`src/emc_pkg.sv`:
```
// Constants for the two-wire memory host: bus timing, select byte layout, command codes.
// Assumes a 200 MHz ref_clk; every count of cycles here is derived from that rate.

package emc_pkg;

  // ---------------------------------------------------------------
  // Timing
  // ---------------------------------------------------------------
  localparam int CLK_PERIOD_NS = 5;
  // Quarter of a serial clock bit; high and low phases are two quarters each, except a stop bit, which holds the clock high for three
  localparam int SCL_QUARTER_NS = 650;
  localparam int QUARTER_CYC = (SCL_QUARTER_NS + CLK_PERIOD_NS - 1) / CLK_PERIOD_NS;
  localparam int PROG_TIME_US = 10000;
  localparam int PROG_TIME_CYC = PROG_TIME_US * 1000 / CLK_PERIOD_NS;

  // ---------------------------------------------------------------
  // Select byte and transfer limits
  // ---------------------------------------------------------------
  localparam logic [2:0] SEL_FIXED_BITS = 3'h0;
  localparam logic RW_READ = 1'b1;
  localparam logic RW_WRITE = 1'b0;
  localparam logic [6:0] PAGE_BYTES = 7'h40;
  localparam logic [2:0] LAST_BIT_IDX = 3'h7;

  // ---------------------------------------------------------------
  // Reset values
  // ---------------------------------------------------------------
  localparam logic SCL_RESET = 1'b1;
  localparam logic [7:0] BYTE_RESET = 8'h00;

  // ---------------------------------------------------------------
  // Types
  // ---------------------------------------------------------------
  typedef enum logic [1:0] {
    BIT_START = 2'h0,
    BIT_STOP = 2'h1,
    BIT_WRITE = 2'h2,
    BIT_READ = 2'h3
  } emc_bit_op_t;

  typedef enum logic [1:0] {
    OP_WRITE = 2'h0,
    OP_RAND_READ = 2'h1,
    OP_CUR_READ = 2'h2
  } emc_cmd_t;

  typedef enum logic [2:0] {
    PH_SEL = 3'h0,
    PH_ADDR_HI = 3'h1,
    PH_ADDR_LO = 3'h2,
    PH_DATA = 3'h3,
    PH_RSEL = 3'h4,
    PH_POLL = 3'h5
  } emc_phase_t;

  // Gray codes along idle, start, send, ack, receive, ack, stop, finish
  typedef enum logic [2:0] {
    ST_IDLE = 3'h0,
    ST_START = 3'h1,
    ST_TXBIT = 3'h3,
    ST_TXACK = 3'h2,
    ST_RXBIT = 3'h6,
    ST_RXACK = 3'h7,
    ST_STOP = 3'h5,
    ST_FINISH = 3'h4
  } emc_state_t;

endpackage

```
`src/emc_bit_engine.sv`:
```
// Serial bit engine: one start, stop, data-out or data-in bit per request.
// Assumes go is a one-cycle pulse from ref_clk logic, given only while idle.
`timescale 1ns/1ps

module emc_bit_engine
  import emc_pkg::*;
(
  input wire logic ref_clk,
  input wire logic resetn,
  input wire logic go,
  input wire logic [1:0] op,
  input wire logic din,
  input wire logic sda_in,
  output logic done,
  output logic dout,
  output logic scl_out,
  output logic sda_oe
);

  logic sda_meta_reg;
  logic sda_sync_reg;
  logic active_reg;
  logic [1:0] phase_reg;
  logic [7:0] qcnt_reg;
  logic [1:0] op_reg;
  logic din_reg;

  // ---------------------------------------------------------------
  // Line levels per quarter: {clock, data pulled low}
  // ---------------------------------------------------------------
  function automatic logic [1:0] drive(input logic [1:0] o, input logic [1:0] ph, input logic d);
    logic clk_hi;
    clk_hi = (ph == 2'h1) || (ph == 2'h2);
    case (o)
      BIT_START: drive = {ph[0] ^ ph[1], ph[1]};         // data falls in the high phase
      BIT_STOP: drive = {ph != 2'h0, ph == 2'h0 || ph == 2'h1};
      BIT_WRITE: drive = {clk_hi, ~d};                    // data set while clock low
      default: drive = {clk_hi, 1'b0};                    // line released to read
    endcase
  endfunction

  // Two-flop synchroniser on the data pin
  always_ff @(posedge ref_clk or negedge resetn) begin
    if (!resetn) begin
      sda_meta_reg <= 1'b1;
      sda_sync_reg <= 1'b1;
    end else begin
      sda_meta_reg <= sda_in;
      sda_sync_reg <= sda_meta_reg;
    end
  end

  // ---------------------------------------------------------------
  // Quarter sequencer
  // ---------------------------------------------------------------
  // Clock is made here from ref_clk, so the engine alone paces the bus
  always_ff @(posedge ref_clk or negedge resetn) begin
    if (!resetn) begin
      active_reg <= 1'b0;
      phase_reg <= 2'h0;
      qcnt_reg <= 8'h00;
      op_reg <= 2'h0;
      din_reg <= 1'b0;
      done <= 1'b0;
      dout <= 1'b1;
      scl_out <= SCL_RESET;
      sda_oe <= 1'b0;
    end else begin
      done <= 1'b0;
      if (!active_reg) begin
        if (go) begin
          active_reg <= 1'b1;
          phase_reg <= 2'h0;
          qcnt_reg <= 8'h00;
          op_reg <= op;
          din_reg <= din;
          {scl_out, sda_oe} <= drive(op, 2'h0, din);
        end
      end else if (qcnt_reg == 8'(QUARTER_CYC - 1)) begin
        qcnt_reg <= 8'h00;
        // Sample late in the high phase, well after the rising edge
        if (phase_reg == 2'h2) begin
          dout <= sda_sync_reg;
        end
        if (phase_reg == 2'h3) begin
          active_reg <= 1'b0;
          done <= 1'b1;
        end else begin
          phase_reg <= phase_reg + 2'h1;
          {scl_out, sda_oe} <= drive(op_reg, phase_reg + 2'h1, din_reg);
        end
      end else begin
        qcnt_reg <= qcnt_reg + 8'h01;
      end
    end
  end

endmodule

```
`src/emc_host.sv`:
```
// Host controller for a two-wire serial memory: writes, random and current reads, ack polling.
// Assumes single master on the bus, one command at a time, and the memory on open-drain data.
`timescale 1ns/1ps

module emc_host
  import emc_pkg::*;
#(
  // Arbitrary type code; set it to the type code of the attached memory
  parameter logic [3:0] DEV_TYPE_CODE = 4'h5,
  parameter int PROG_TIMEOUT_CYC = PROG_TIME_CYC
)
(
  input wire logic ref_clk,
  input wire logic resetn,
  input wire logic cmd_valid,
  input wire logic [1:0] cmd_op,
  input wire logic [15:0] cmd_addr,
  input wire logic [6:0] cmd_len,
  input wire logic [7:0] wr_data,
  input wire logic protect_req,
  input wire logic dev_power_ok,
  input wire logic sda_in,
  output logic busy,
  output logic done,
  output logic err,
  output logic wr_take,
  output logic [7:0] rd_data,
  output logic rd_valid,
  output logic scl_out,
  output logic sda_out,
  output logic sda_oe,
  output logic write_protect_in
);

  emc_state_t state_reg;
  emc_phase_t phase_reg;
  emc_cmd_t op_reg;
  logic [15:0] addr_reg;
  logic [6:0] left_reg;
  logic [7:0] shift_reg;
  logic [2:0] bit_idx_reg;
  logic poll_pend_reg;
  logic fail_reg;
  logic [21:0] poll_cnt_reg;
  logic pwr_meta_reg;
  logic pwr_ok_reg;
  logic go_reg;
  logic [1:0] bop_reg;
  logic bdin_reg;
  logic bit_done;
  logic bit_dout;
  logic [6:0] len_eff;
  logic poll_expired;

  // ---------------------------------------------------------------
  // Pin engine
  // ---------------------------------------------------------------
  emc_bit_engine u_bits (
    .ref_clk(ref_clk),
    .resetn(resetn),
    .go(go_reg),
    .op(bop_reg),
    .din(bdin_reg),
    .sda_in(sda_in),
    .done(bit_done),
    .dout(bit_dout),
    .scl_out(scl_out),
    .sda_oe(sda_oe)
  );

  // Zero and oversize lengths are clamped to one page
  assign len_eff = (cmd_len == 7'h00 || cmd_len > PAGE_BYTES) ? PAGE_BYTES : cmd_len;
  assign poll_expired = poll_cnt_reg >= 22'(PROG_TIMEOUT_CYC);

  // ---------------------------------------------------------------
  // Power gate and protect pin
  // ---------------------------------------------------------------
  // Power status comes from outside this clock, so it is synchronised
  always_ff @(posedge ref_clk or negedge resetn) begin
    if (!resetn) begin
      pwr_meta_reg <= 1'b0;
      pwr_ok_reg <= 1'b0;
    end else begin
      pwr_meta_reg <= dev_power_ok;
      pwr_ok_reg <= pwr_meta_reg;
    end
  end

  // Protect level follows the user request; reset leaves writes allowed
  always_ff @(posedge ref_clk or negedge resetn) begin
    if (!resetn) begin
      write_protect_in <= 1'b0;
      sda_out <= 1'b0;
    end else begin
      write_protect_in <= protect_req;
      sda_out <= 1'b0;                                    // only ever pulls low
    end
  end

  // ---------------------------------------------------------------
  // Program-cycle poll timer
  // ---------------------------------------------------------------
  // Bounds ack polling so a dead memory cannot hang the host
  always_ff @(posedge ref_clk or negedge resetn) begin
    if (!resetn) begin
      poll_cnt_reg <= 22'h000000;
    end else if (!poll_pend_reg) begin
      poll_cnt_reg <= 22'h000000;
    end else if (!poll_expired) begin
      poll_cnt_reg <= poll_cnt_reg + 22'h000001;
    end
  end

  // ---------------------------------------------------------------
  // Transaction sequencer
  // ---------------------------------------------------------------
  always_ff @(posedge ref_clk or negedge resetn) begin
    if (!resetn) begin
      state_reg <= ST_IDLE;
      phase_reg <= PH_SEL;
      op_reg <= OP_WRITE;
      addr_reg <= 16'h0000;
      left_reg <= 7'h00;
      shift_reg <= BYTE_RESET;
      bit_idx_reg <= 3'h0;
      poll_pend_reg <= 1'b0;
      fail_reg <= 1'b0;
      go_reg <= 1'b0;
      bop_reg <= BIT_STOP;
      bdin_reg <= 1'b1;
      busy <= 1'b0;
      done <= 1'b0;
      err <= 1'b0;
      wr_take <= 1'b0;
      rd_data <= BYTE_RESET;
      rd_valid <= 1'b0;
    end else begin
      go_reg <= 1'b0;
      done <= 1'b0;
      wr_take <= 1'b0;
      rd_valid <= 1'b0;
      case (state_reg)
        ST_IDLE: begin
          // Commands wait while the memory is held off by its power gate
          if (cmd_valid && pwr_ok_reg) begin
            op_reg <= emc_cmd_t'(cmd_op);
            addr_reg <= cmd_addr;                           // upper bits passed as given
            left_reg <= len_eff;
            phase_reg <= PH_SEL;
            fail_reg <= 1'b0;
            busy <= 1'b1;
            err <= 1'b0;
            bop_reg <= BIT_START;
            go_reg <= 1'b1;
            state_reg <= ST_START;
          end
        end
        ST_START: begin
          if (bit_done) begin
            // Select byte: type code, fixed bits, direction
            if (phase_reg == PH_RSEL || (phase_reg == PH_SEL && op_reg == OP_CUR_READ)) begin
              shift_reg <= {DEV_TYPE_CODE, SEL_FIXED_BITS, RW_READ};
              bdin_reg <= DEV_TYPE_CODE[3];
            end else begin
              shift_reg <= {DEV_TYPE_CODE, SEL_FIXED_BITS, RW_WRITE};
              bdin_reg <= DEV_TYPE_CODE[3];
            end
            bit_idx_reg <= LAST_BIT_IDX;
            bop_reg <= BIT_WRITE;
            go_reg <= 1'b1;
            state_reg <= ST_TXBIT;
          end
        end
        ST_TXBIT: begin
          if (bit_done) begin
            if (bit_idx_reg == 3'h0) begin
              // Release the line and read the acknowledge slot
              bop_reg <= BIT_READ;
              state_reg <= ST_TXACK;
            end else begin
              shift_reg <= {shift_reg[6:0], 1'b0};
              bdin_reg <= shift_reg[6];
              bit_idx_reg <= bit_idx_reg - 3'h1;
              bop_reg <= BIT_WRITE;
            end
            go_reg <= 1'b1;
          end
        end
        ST_TXACK: begin
          if (bit_done) begin
            go_reg <= 1'b1;
            bit_idx_reg <= LAST_BIT_IDX;
            bop_reg <= BIT_WRITE;
            state_reg <= ST_TXBIT;
            if (bit_dout) begin
              // No acknowledge: retry polls, fail anything else
              bop_reg <= BIT_STOP;
              state_reg <= ST_STOP;
              if (phase_reg != PH_POLL) begin
                fail_reg <= 1'b1;
                poll_pend_reg <= 1'b0;
              end
            end else begin
              case (phase_reg)
                PH_SEL: begin
                  if (op_reg == OP_CUR_READ) begin
                    bop_reg <= BIT_READ;
                    state_reg <= ST_RXBIT;
                  end else begin
                    phase_reg <= PH_ADDR_HI;                // high byte first
                    shift_reg <= addr_reg[15:8];
                    bdin_reg <= addr_reg[15];
                  end
                end
                PH_ADDR_HI: begin
                  phase_reg <= PH_ADDR_LO;
                  shift_reg <= addr_reg[7:0];
                  bdin_reg <= addr_reg[7];
                end
                PH_ADDR_LO: begin
                  if (op_reg == OP_WRITE) begin
                    phase_reg <= PH_DATA;
                    shift_reg <= wr_data;
                    bdin_reg <= wr_data[7];
                    wr_take <= 1'b1;
                  end else begin
                    // Dummy write done; repeated start turns the bus round
                    phase_reg <= PH_RSEL;
                    bop_reg <= BIT_START;
                    state_reg <= ST_START;
                  end
                end
                PH_DATA: begin
                  if (left_reg == 7'h01) begin
                    // Stop right after the ack slot starts programming
                    left_reg <= 7'h00;
                    poll_pend_reg <= 1'b1;
                    bop_reg <= BIT_STOP;
                    state_reg <= ST_STOP;
                  end else begin
                    // Caller keeps bytes inside one row; the memory wraps otherwise
                    left_reg <= left_reg - 7'h01;
                    shift_reg <= wr_data;
                    bdin_reg <= wr_data[7];
                    wr_take <= 1'b1;
                  end
                end
                PH_RSEL: begin
                  bop_reg <= BIT_READ;
                  state_reg <= ST_RXBIT;
                end
                default: begin
                  // Poll answered: programming has finished
                  poll_pend_reg <= 1'b0;
                  bop_reg <= BIT_STOP;
                  state_reg <= ST_STOP;
                end
              endcase
            end
          end
        end
        ST_RXBIT: begin
          if (bit_done) begin
            shift_reg <= {shift_reg[6:0], bit_dout};
            if (bit_idx_reg == 3'h0) begin
              rd_data <= {shift_reg[6:0], bit_dout};
              rd_valid <= 1'b1;
              left_reg <= left_reg - 7'h01;
              // Acknowledge all but the last byte
              bop_reg <= BIT_WRITE;
              bdin_reg <= (left_reg == 7'h01);
              state_reg <= ST_RXACK;
            end else begin
              bit_idx_reg <= bit_idx_reg - 3'h1;
              bop_reg <= BIT_READ;
            end
            go_reg <= 1'b1;
          end
        end
        ST_RXACK: begin
          if (bit_done) begin
            go_reg <= 1'b1;
            if (left_reg == 7'h00) begin
              bop_reg <= BIT_STOP;
              state_reg <= ST_STOP;
            end else begin
              bit_idx_reg <= LAST_BIT_IDX;
              bop_reg <= BIT_READ;
              state_reg <= ST_RXBIT;
            end
          end
        end
        ST_STOP: begin
          if (bit_done) begin
            if (poll_pend_reg && !poll_expired) begin
              // Memory deaf while programming; keep asking with a write select
              phase_reg <= PH_POLL;
              bop_reg <= BIT_START;
              go_reg <= 1'b1;
              state_reg <= ST_START;
            end else begin
              if (poll_pend_reg) begin
                fail_reg <= 1'b1;
              end
              poll_pend_reg <= 1'b0;
              state_reg <= ST_FINISH;
            end
          end
        end
        ST_FINISH: begin
          busy <= 1'b0;
          done <= 1'b1;
          err <= fail_reg;
          state_reg <= ST_IDLE;
        end
        default: begin
          state_reg <= ST_IDLE;
        end
      endcase
    end
  end

endmodule

```
`config.mk`:
```
export PLATFORM = sky130hd
export DESIGN_NAME = emc_host
export DESIGN_NICKNAME = d
export VERILOG_FILES = /design/src/emc_pkg.sv /design/src/emc_bit_engine.sv /design/src/emc_host.sv
export SDC_FILE = /design/constraint.sdc
export NUM_CORES = 1
export LEC_CHECK = 0
export BUFFER_PORTS_ARGS = -buffer_cell sky130_fd_sc_hd__buf_4
export CORE_ASPECT_RATIO = 0.8
export CORE_MARGIN = 3
export CORE_UTILIZATION = 55
export CTS_CLUSTER_SIZE = 25
export DETAILED_ROUTE_END_ITERATION = 10
export GPL_TIMING_DRIVEN = 0
export PLACE_DENSITY = 0.73
export SYNTH_ARGS = -nofsm -noshare
export SYNTH_HDL_FRONTEND = slang
export SYNTH_SLANG_ARGS = --single-unit
```
`constraint.sdc`:
```
create_clock -name ref_clk -period 6.05 [get_ports ref_clk]
set_clock_uncertainty 0.05 [all_clocks]
set_input_delay 0.9075 -clock ref_clk [delete_from_list [all_inputs] [get_ports ref_clk]]
set_output_delay 0.9075 -clock ref_clk [all_outputs]
set_load 0.05 [all_outputs]
```
==> reports/metrics.csv <==
stage,metric,value,unit
cts,CTS buffer count,9,
finish,"most common cell after layout, fill and taps aside",dfrtp_1,
detailed_routing,final wirelength,13200,µm
setup_path,Worst EP required,6230,ps
global_routing,Total GRT Usage,0.238,
finish,Finished Cell Area,6700,µm²
setup_path,Crit path arrival time,2750,ps
power,Leak Pwr,2.99,nW
cts,Resized Gates After CTS,0,
place,placer's final routability congestion estimate,0.894,
setup_path,Top Family by Delay on Critical Path,simple AND/OR/NAND/NOR gates,
setup_path,CP Launch Type,flip-flop,
synthesis,"Net Count, Synth",638,
place,Setup WS pre-CTS,3520,ps
worst_hold_path,worst min path class,in -> async,
floorplanning,Die X,121,µm
sta,Least-Margin Pin Slew,946,ps
floorplanning,# rows,32,
synthesis,synthesized flop and latch total,105,
detailed_routing,drt drc,0,
synthesis,top cell type by total area after synthesis,dfrtp_1,
global_routing,first-pass GRT wire length,22600,µm
global_routing,largest net degree at the start of global routing,106,
setup_path,"Slowest-stage cell, CP",nor4bb_1,
finish,# fillers,837,
setup_path,CP max FO,6,
cts,# hold bufs at CTS,0,
synthesis,Avg Inst Size Synth,9.85,µm²
sta,Final Max Slew Viols,0,
cts,Worst-Skew Late Latency,340,ps
finish,Syn-to-layout area delta,16.1,%
finish,share of layout cells above drive strength 1,0.219,
synthesis,ys flop type,dfrtp_1,
finish,multi-input logic area,2870,µm²
finish,diode count,0,
detailed_routing,drt first pass iters,5,
sta,Tcrit/Tclk final,0.425,
cts,total setup buffers inserted after CTS,0,
floorplanning,Die Height,97.6,µm
setup_path,CP Buf/Inv Count,2,
place,cell area after placement,6350,µm²
detailed_routing,via/cell ratio,5.93,
setup_path,WS Path Type,reg -> reg,
job,maxcap violations,0,
finish,Sequential Area,2640,µm²
cts,clock sink count,105,
floorplanning,boundary pin count,56,
outcome,status,completed,
sta,RSZ-0062 raised after global routing,false,
synthesis,fraction of registers with async set/reset,1.00,
power,Peak VDD IR,0.000196,V
cts,root buf cell,clkbuf_16,
synthesis,Syn Inst Count,586,
finish,max reg flops,22,
place,hpwl dp,9520,µm
synthesis,top-area cell type share of the netlist area,0.429,
sta,total negative slack,0,ps
sta,Fin Hold WS,287,ps
detailed_routing,routed len/inst,16.6,µm
cts,clk buf depth,2,
detailed_routing,detailed router's first-iteration violation count,347,
global_routing,antenna violations before repair,0,
synthesis,Yosys cell types,80,
setup_path,slowest cell delay on critical path,610,ps
power,Pwr Total,0.00137,W
floorplanning,Initial Util,0.582,
synthesis,register area share after synthesis,0.456,
cts,"Clk pin slew, worst setup/hold paths",70,ps
sta,Hold Fails Final Rpt,0,
sta,Worst slew margin,0.364,
power,Pwr per Cell Area,204,nW/µm²
sta,Final WS setup,3480,ps
synthesis,"EDFF count, synth",0,
floorplanning,die footprint,11800,µm²
global_routing,total gr overflow,0,
cts,CTS tree,done,
sta,max frequency,0.389,GHz
detailed_routing,post-route ant nets,0,
finish,most frequent cells in the layout,"99 x dfrtp_1, 61 x nand2_1, 57 x buf_4, 41 x o21ai_0, 35 x nor2_1",
finish,fin nets,704,
synthesis,"Warnings, synthesis",0,
detailed_routing,routed vias,4705,
cts,H-Tree Depth,3,
setup_path,crit path cell chain,inv_1 -> ha_1 -> nand4bb_1 -> nor4bb_1 -> nor2b_1 -> buf_2 -> mux2_1 -> a211o_1,
synthesis,Synth area leaders,"dfrtp_1 43%, mux2_2 6.0%, nand2_1 4.0%",
sta,setup-violating endpoint count in the final report,0,
synthesis,Synth Cell Area,5770,µm²
place,PortBufs,54,
sta,min Tclk post-route,2570,ps
setup_path,CP endpoint kind,flip-flop,
floorplanning,core area,9930,µm²
global_routing,vias in the first global route,4546,
[metrics by stage]
stage	cells	utilization
5_1_grt	793	0.675
3_3_place_gp	776	0.639
3_5_place_dp	776	0.639
4_1_cts	792	0.672
6_report	793	0.675
2_1_floorplan	586	-
[power breakdown]
group	internal, W	switching [W]	leakage, nW
Clock	0.000350	0.000265	0.159
Combinational	0.0000220	0.0000244	1.49
Sequential	0.000704	0.000000670	1.35
[cells in the mapped netlist, drive strengths merged, types with 3 or more instances]
cell type	instances
dfrtp	99
nand2	61
o21ai	44
a21oi	36
nor2	36
mux2	32
inv	21
buf	17
nand3	17
clkbuf	14
ha	13
nand2b	13
xnor2	13
mux2i	12
o22ai	11
nor2b	10
and3	9
nand4	9
a211oi	8
and2	8
nand3b	8
o211ai	7
dfstp	6
a22o	5
nor3	5
o31ai	5
a31oi	4
nor4	4
a211o	3
a21o	3
nor3b	3
o31a	3
o41ai	3
[layer usage]
layer  up-vias  routed length, µm  global-route usage
li1       2247                  -                   -
met5         -                  0                   0
met4         0                186              0.0601
met1      2316               6490               0.356
met3        15                712              0.0495
met2       127               5800               0.353
[worst paths after layout]
kind,start,end,slack (ps),cells past startpoint
worst max-delay path,u_bits.qcnt_reg[1],u_bits.sda_oe,3480,8
worst min register to register,u_bits.sda_meta_reg,u_bits.sda_sync_reg,310,0
worst min-delay path,resetn,poll_cnt_reg[11],290,1
max in group asynchronous,resetn,u_bits.scl_out,4970,2
worst max register to register,u_bits.qcnt_reg[1],u_bits.sda_oe,3480,8
min in group ref_clk,u_bits.sda_meta_reg,u_bits.sda_sync_reg,310,0
[final cells by class]
type | instances | share of cell area
buffer | 31 | 0.0273
clock inverter | 5 | 0.0101
sequential | 105 | 0.393
inverter | 23 | 0.0129
multi-input combinational | 427 | 0.428
tap | 136 | 0.0254
clock buffer | 11 | 0.0377
timing repair buffer | 55 | 0.0652
[cells by family (layout without fill, tap and decap cells)]
family | Yosys count | in the layout | synth area share
fa+ha+maj | 13 | 13 | 0.0282
simple gates | 197 | 197 | 0.177
compound gates | 157 | 157 | 0.185
flops | 105 | 105 | 0.456
xor+xnor | 15 | 15 | 0.0228
other cells | 1 | 1 | 0.000649
buf+inv | 54 | 125 | 0.0466
mux | 44 | 44 | 0.0832
Power figures use the tool's default switching activity.
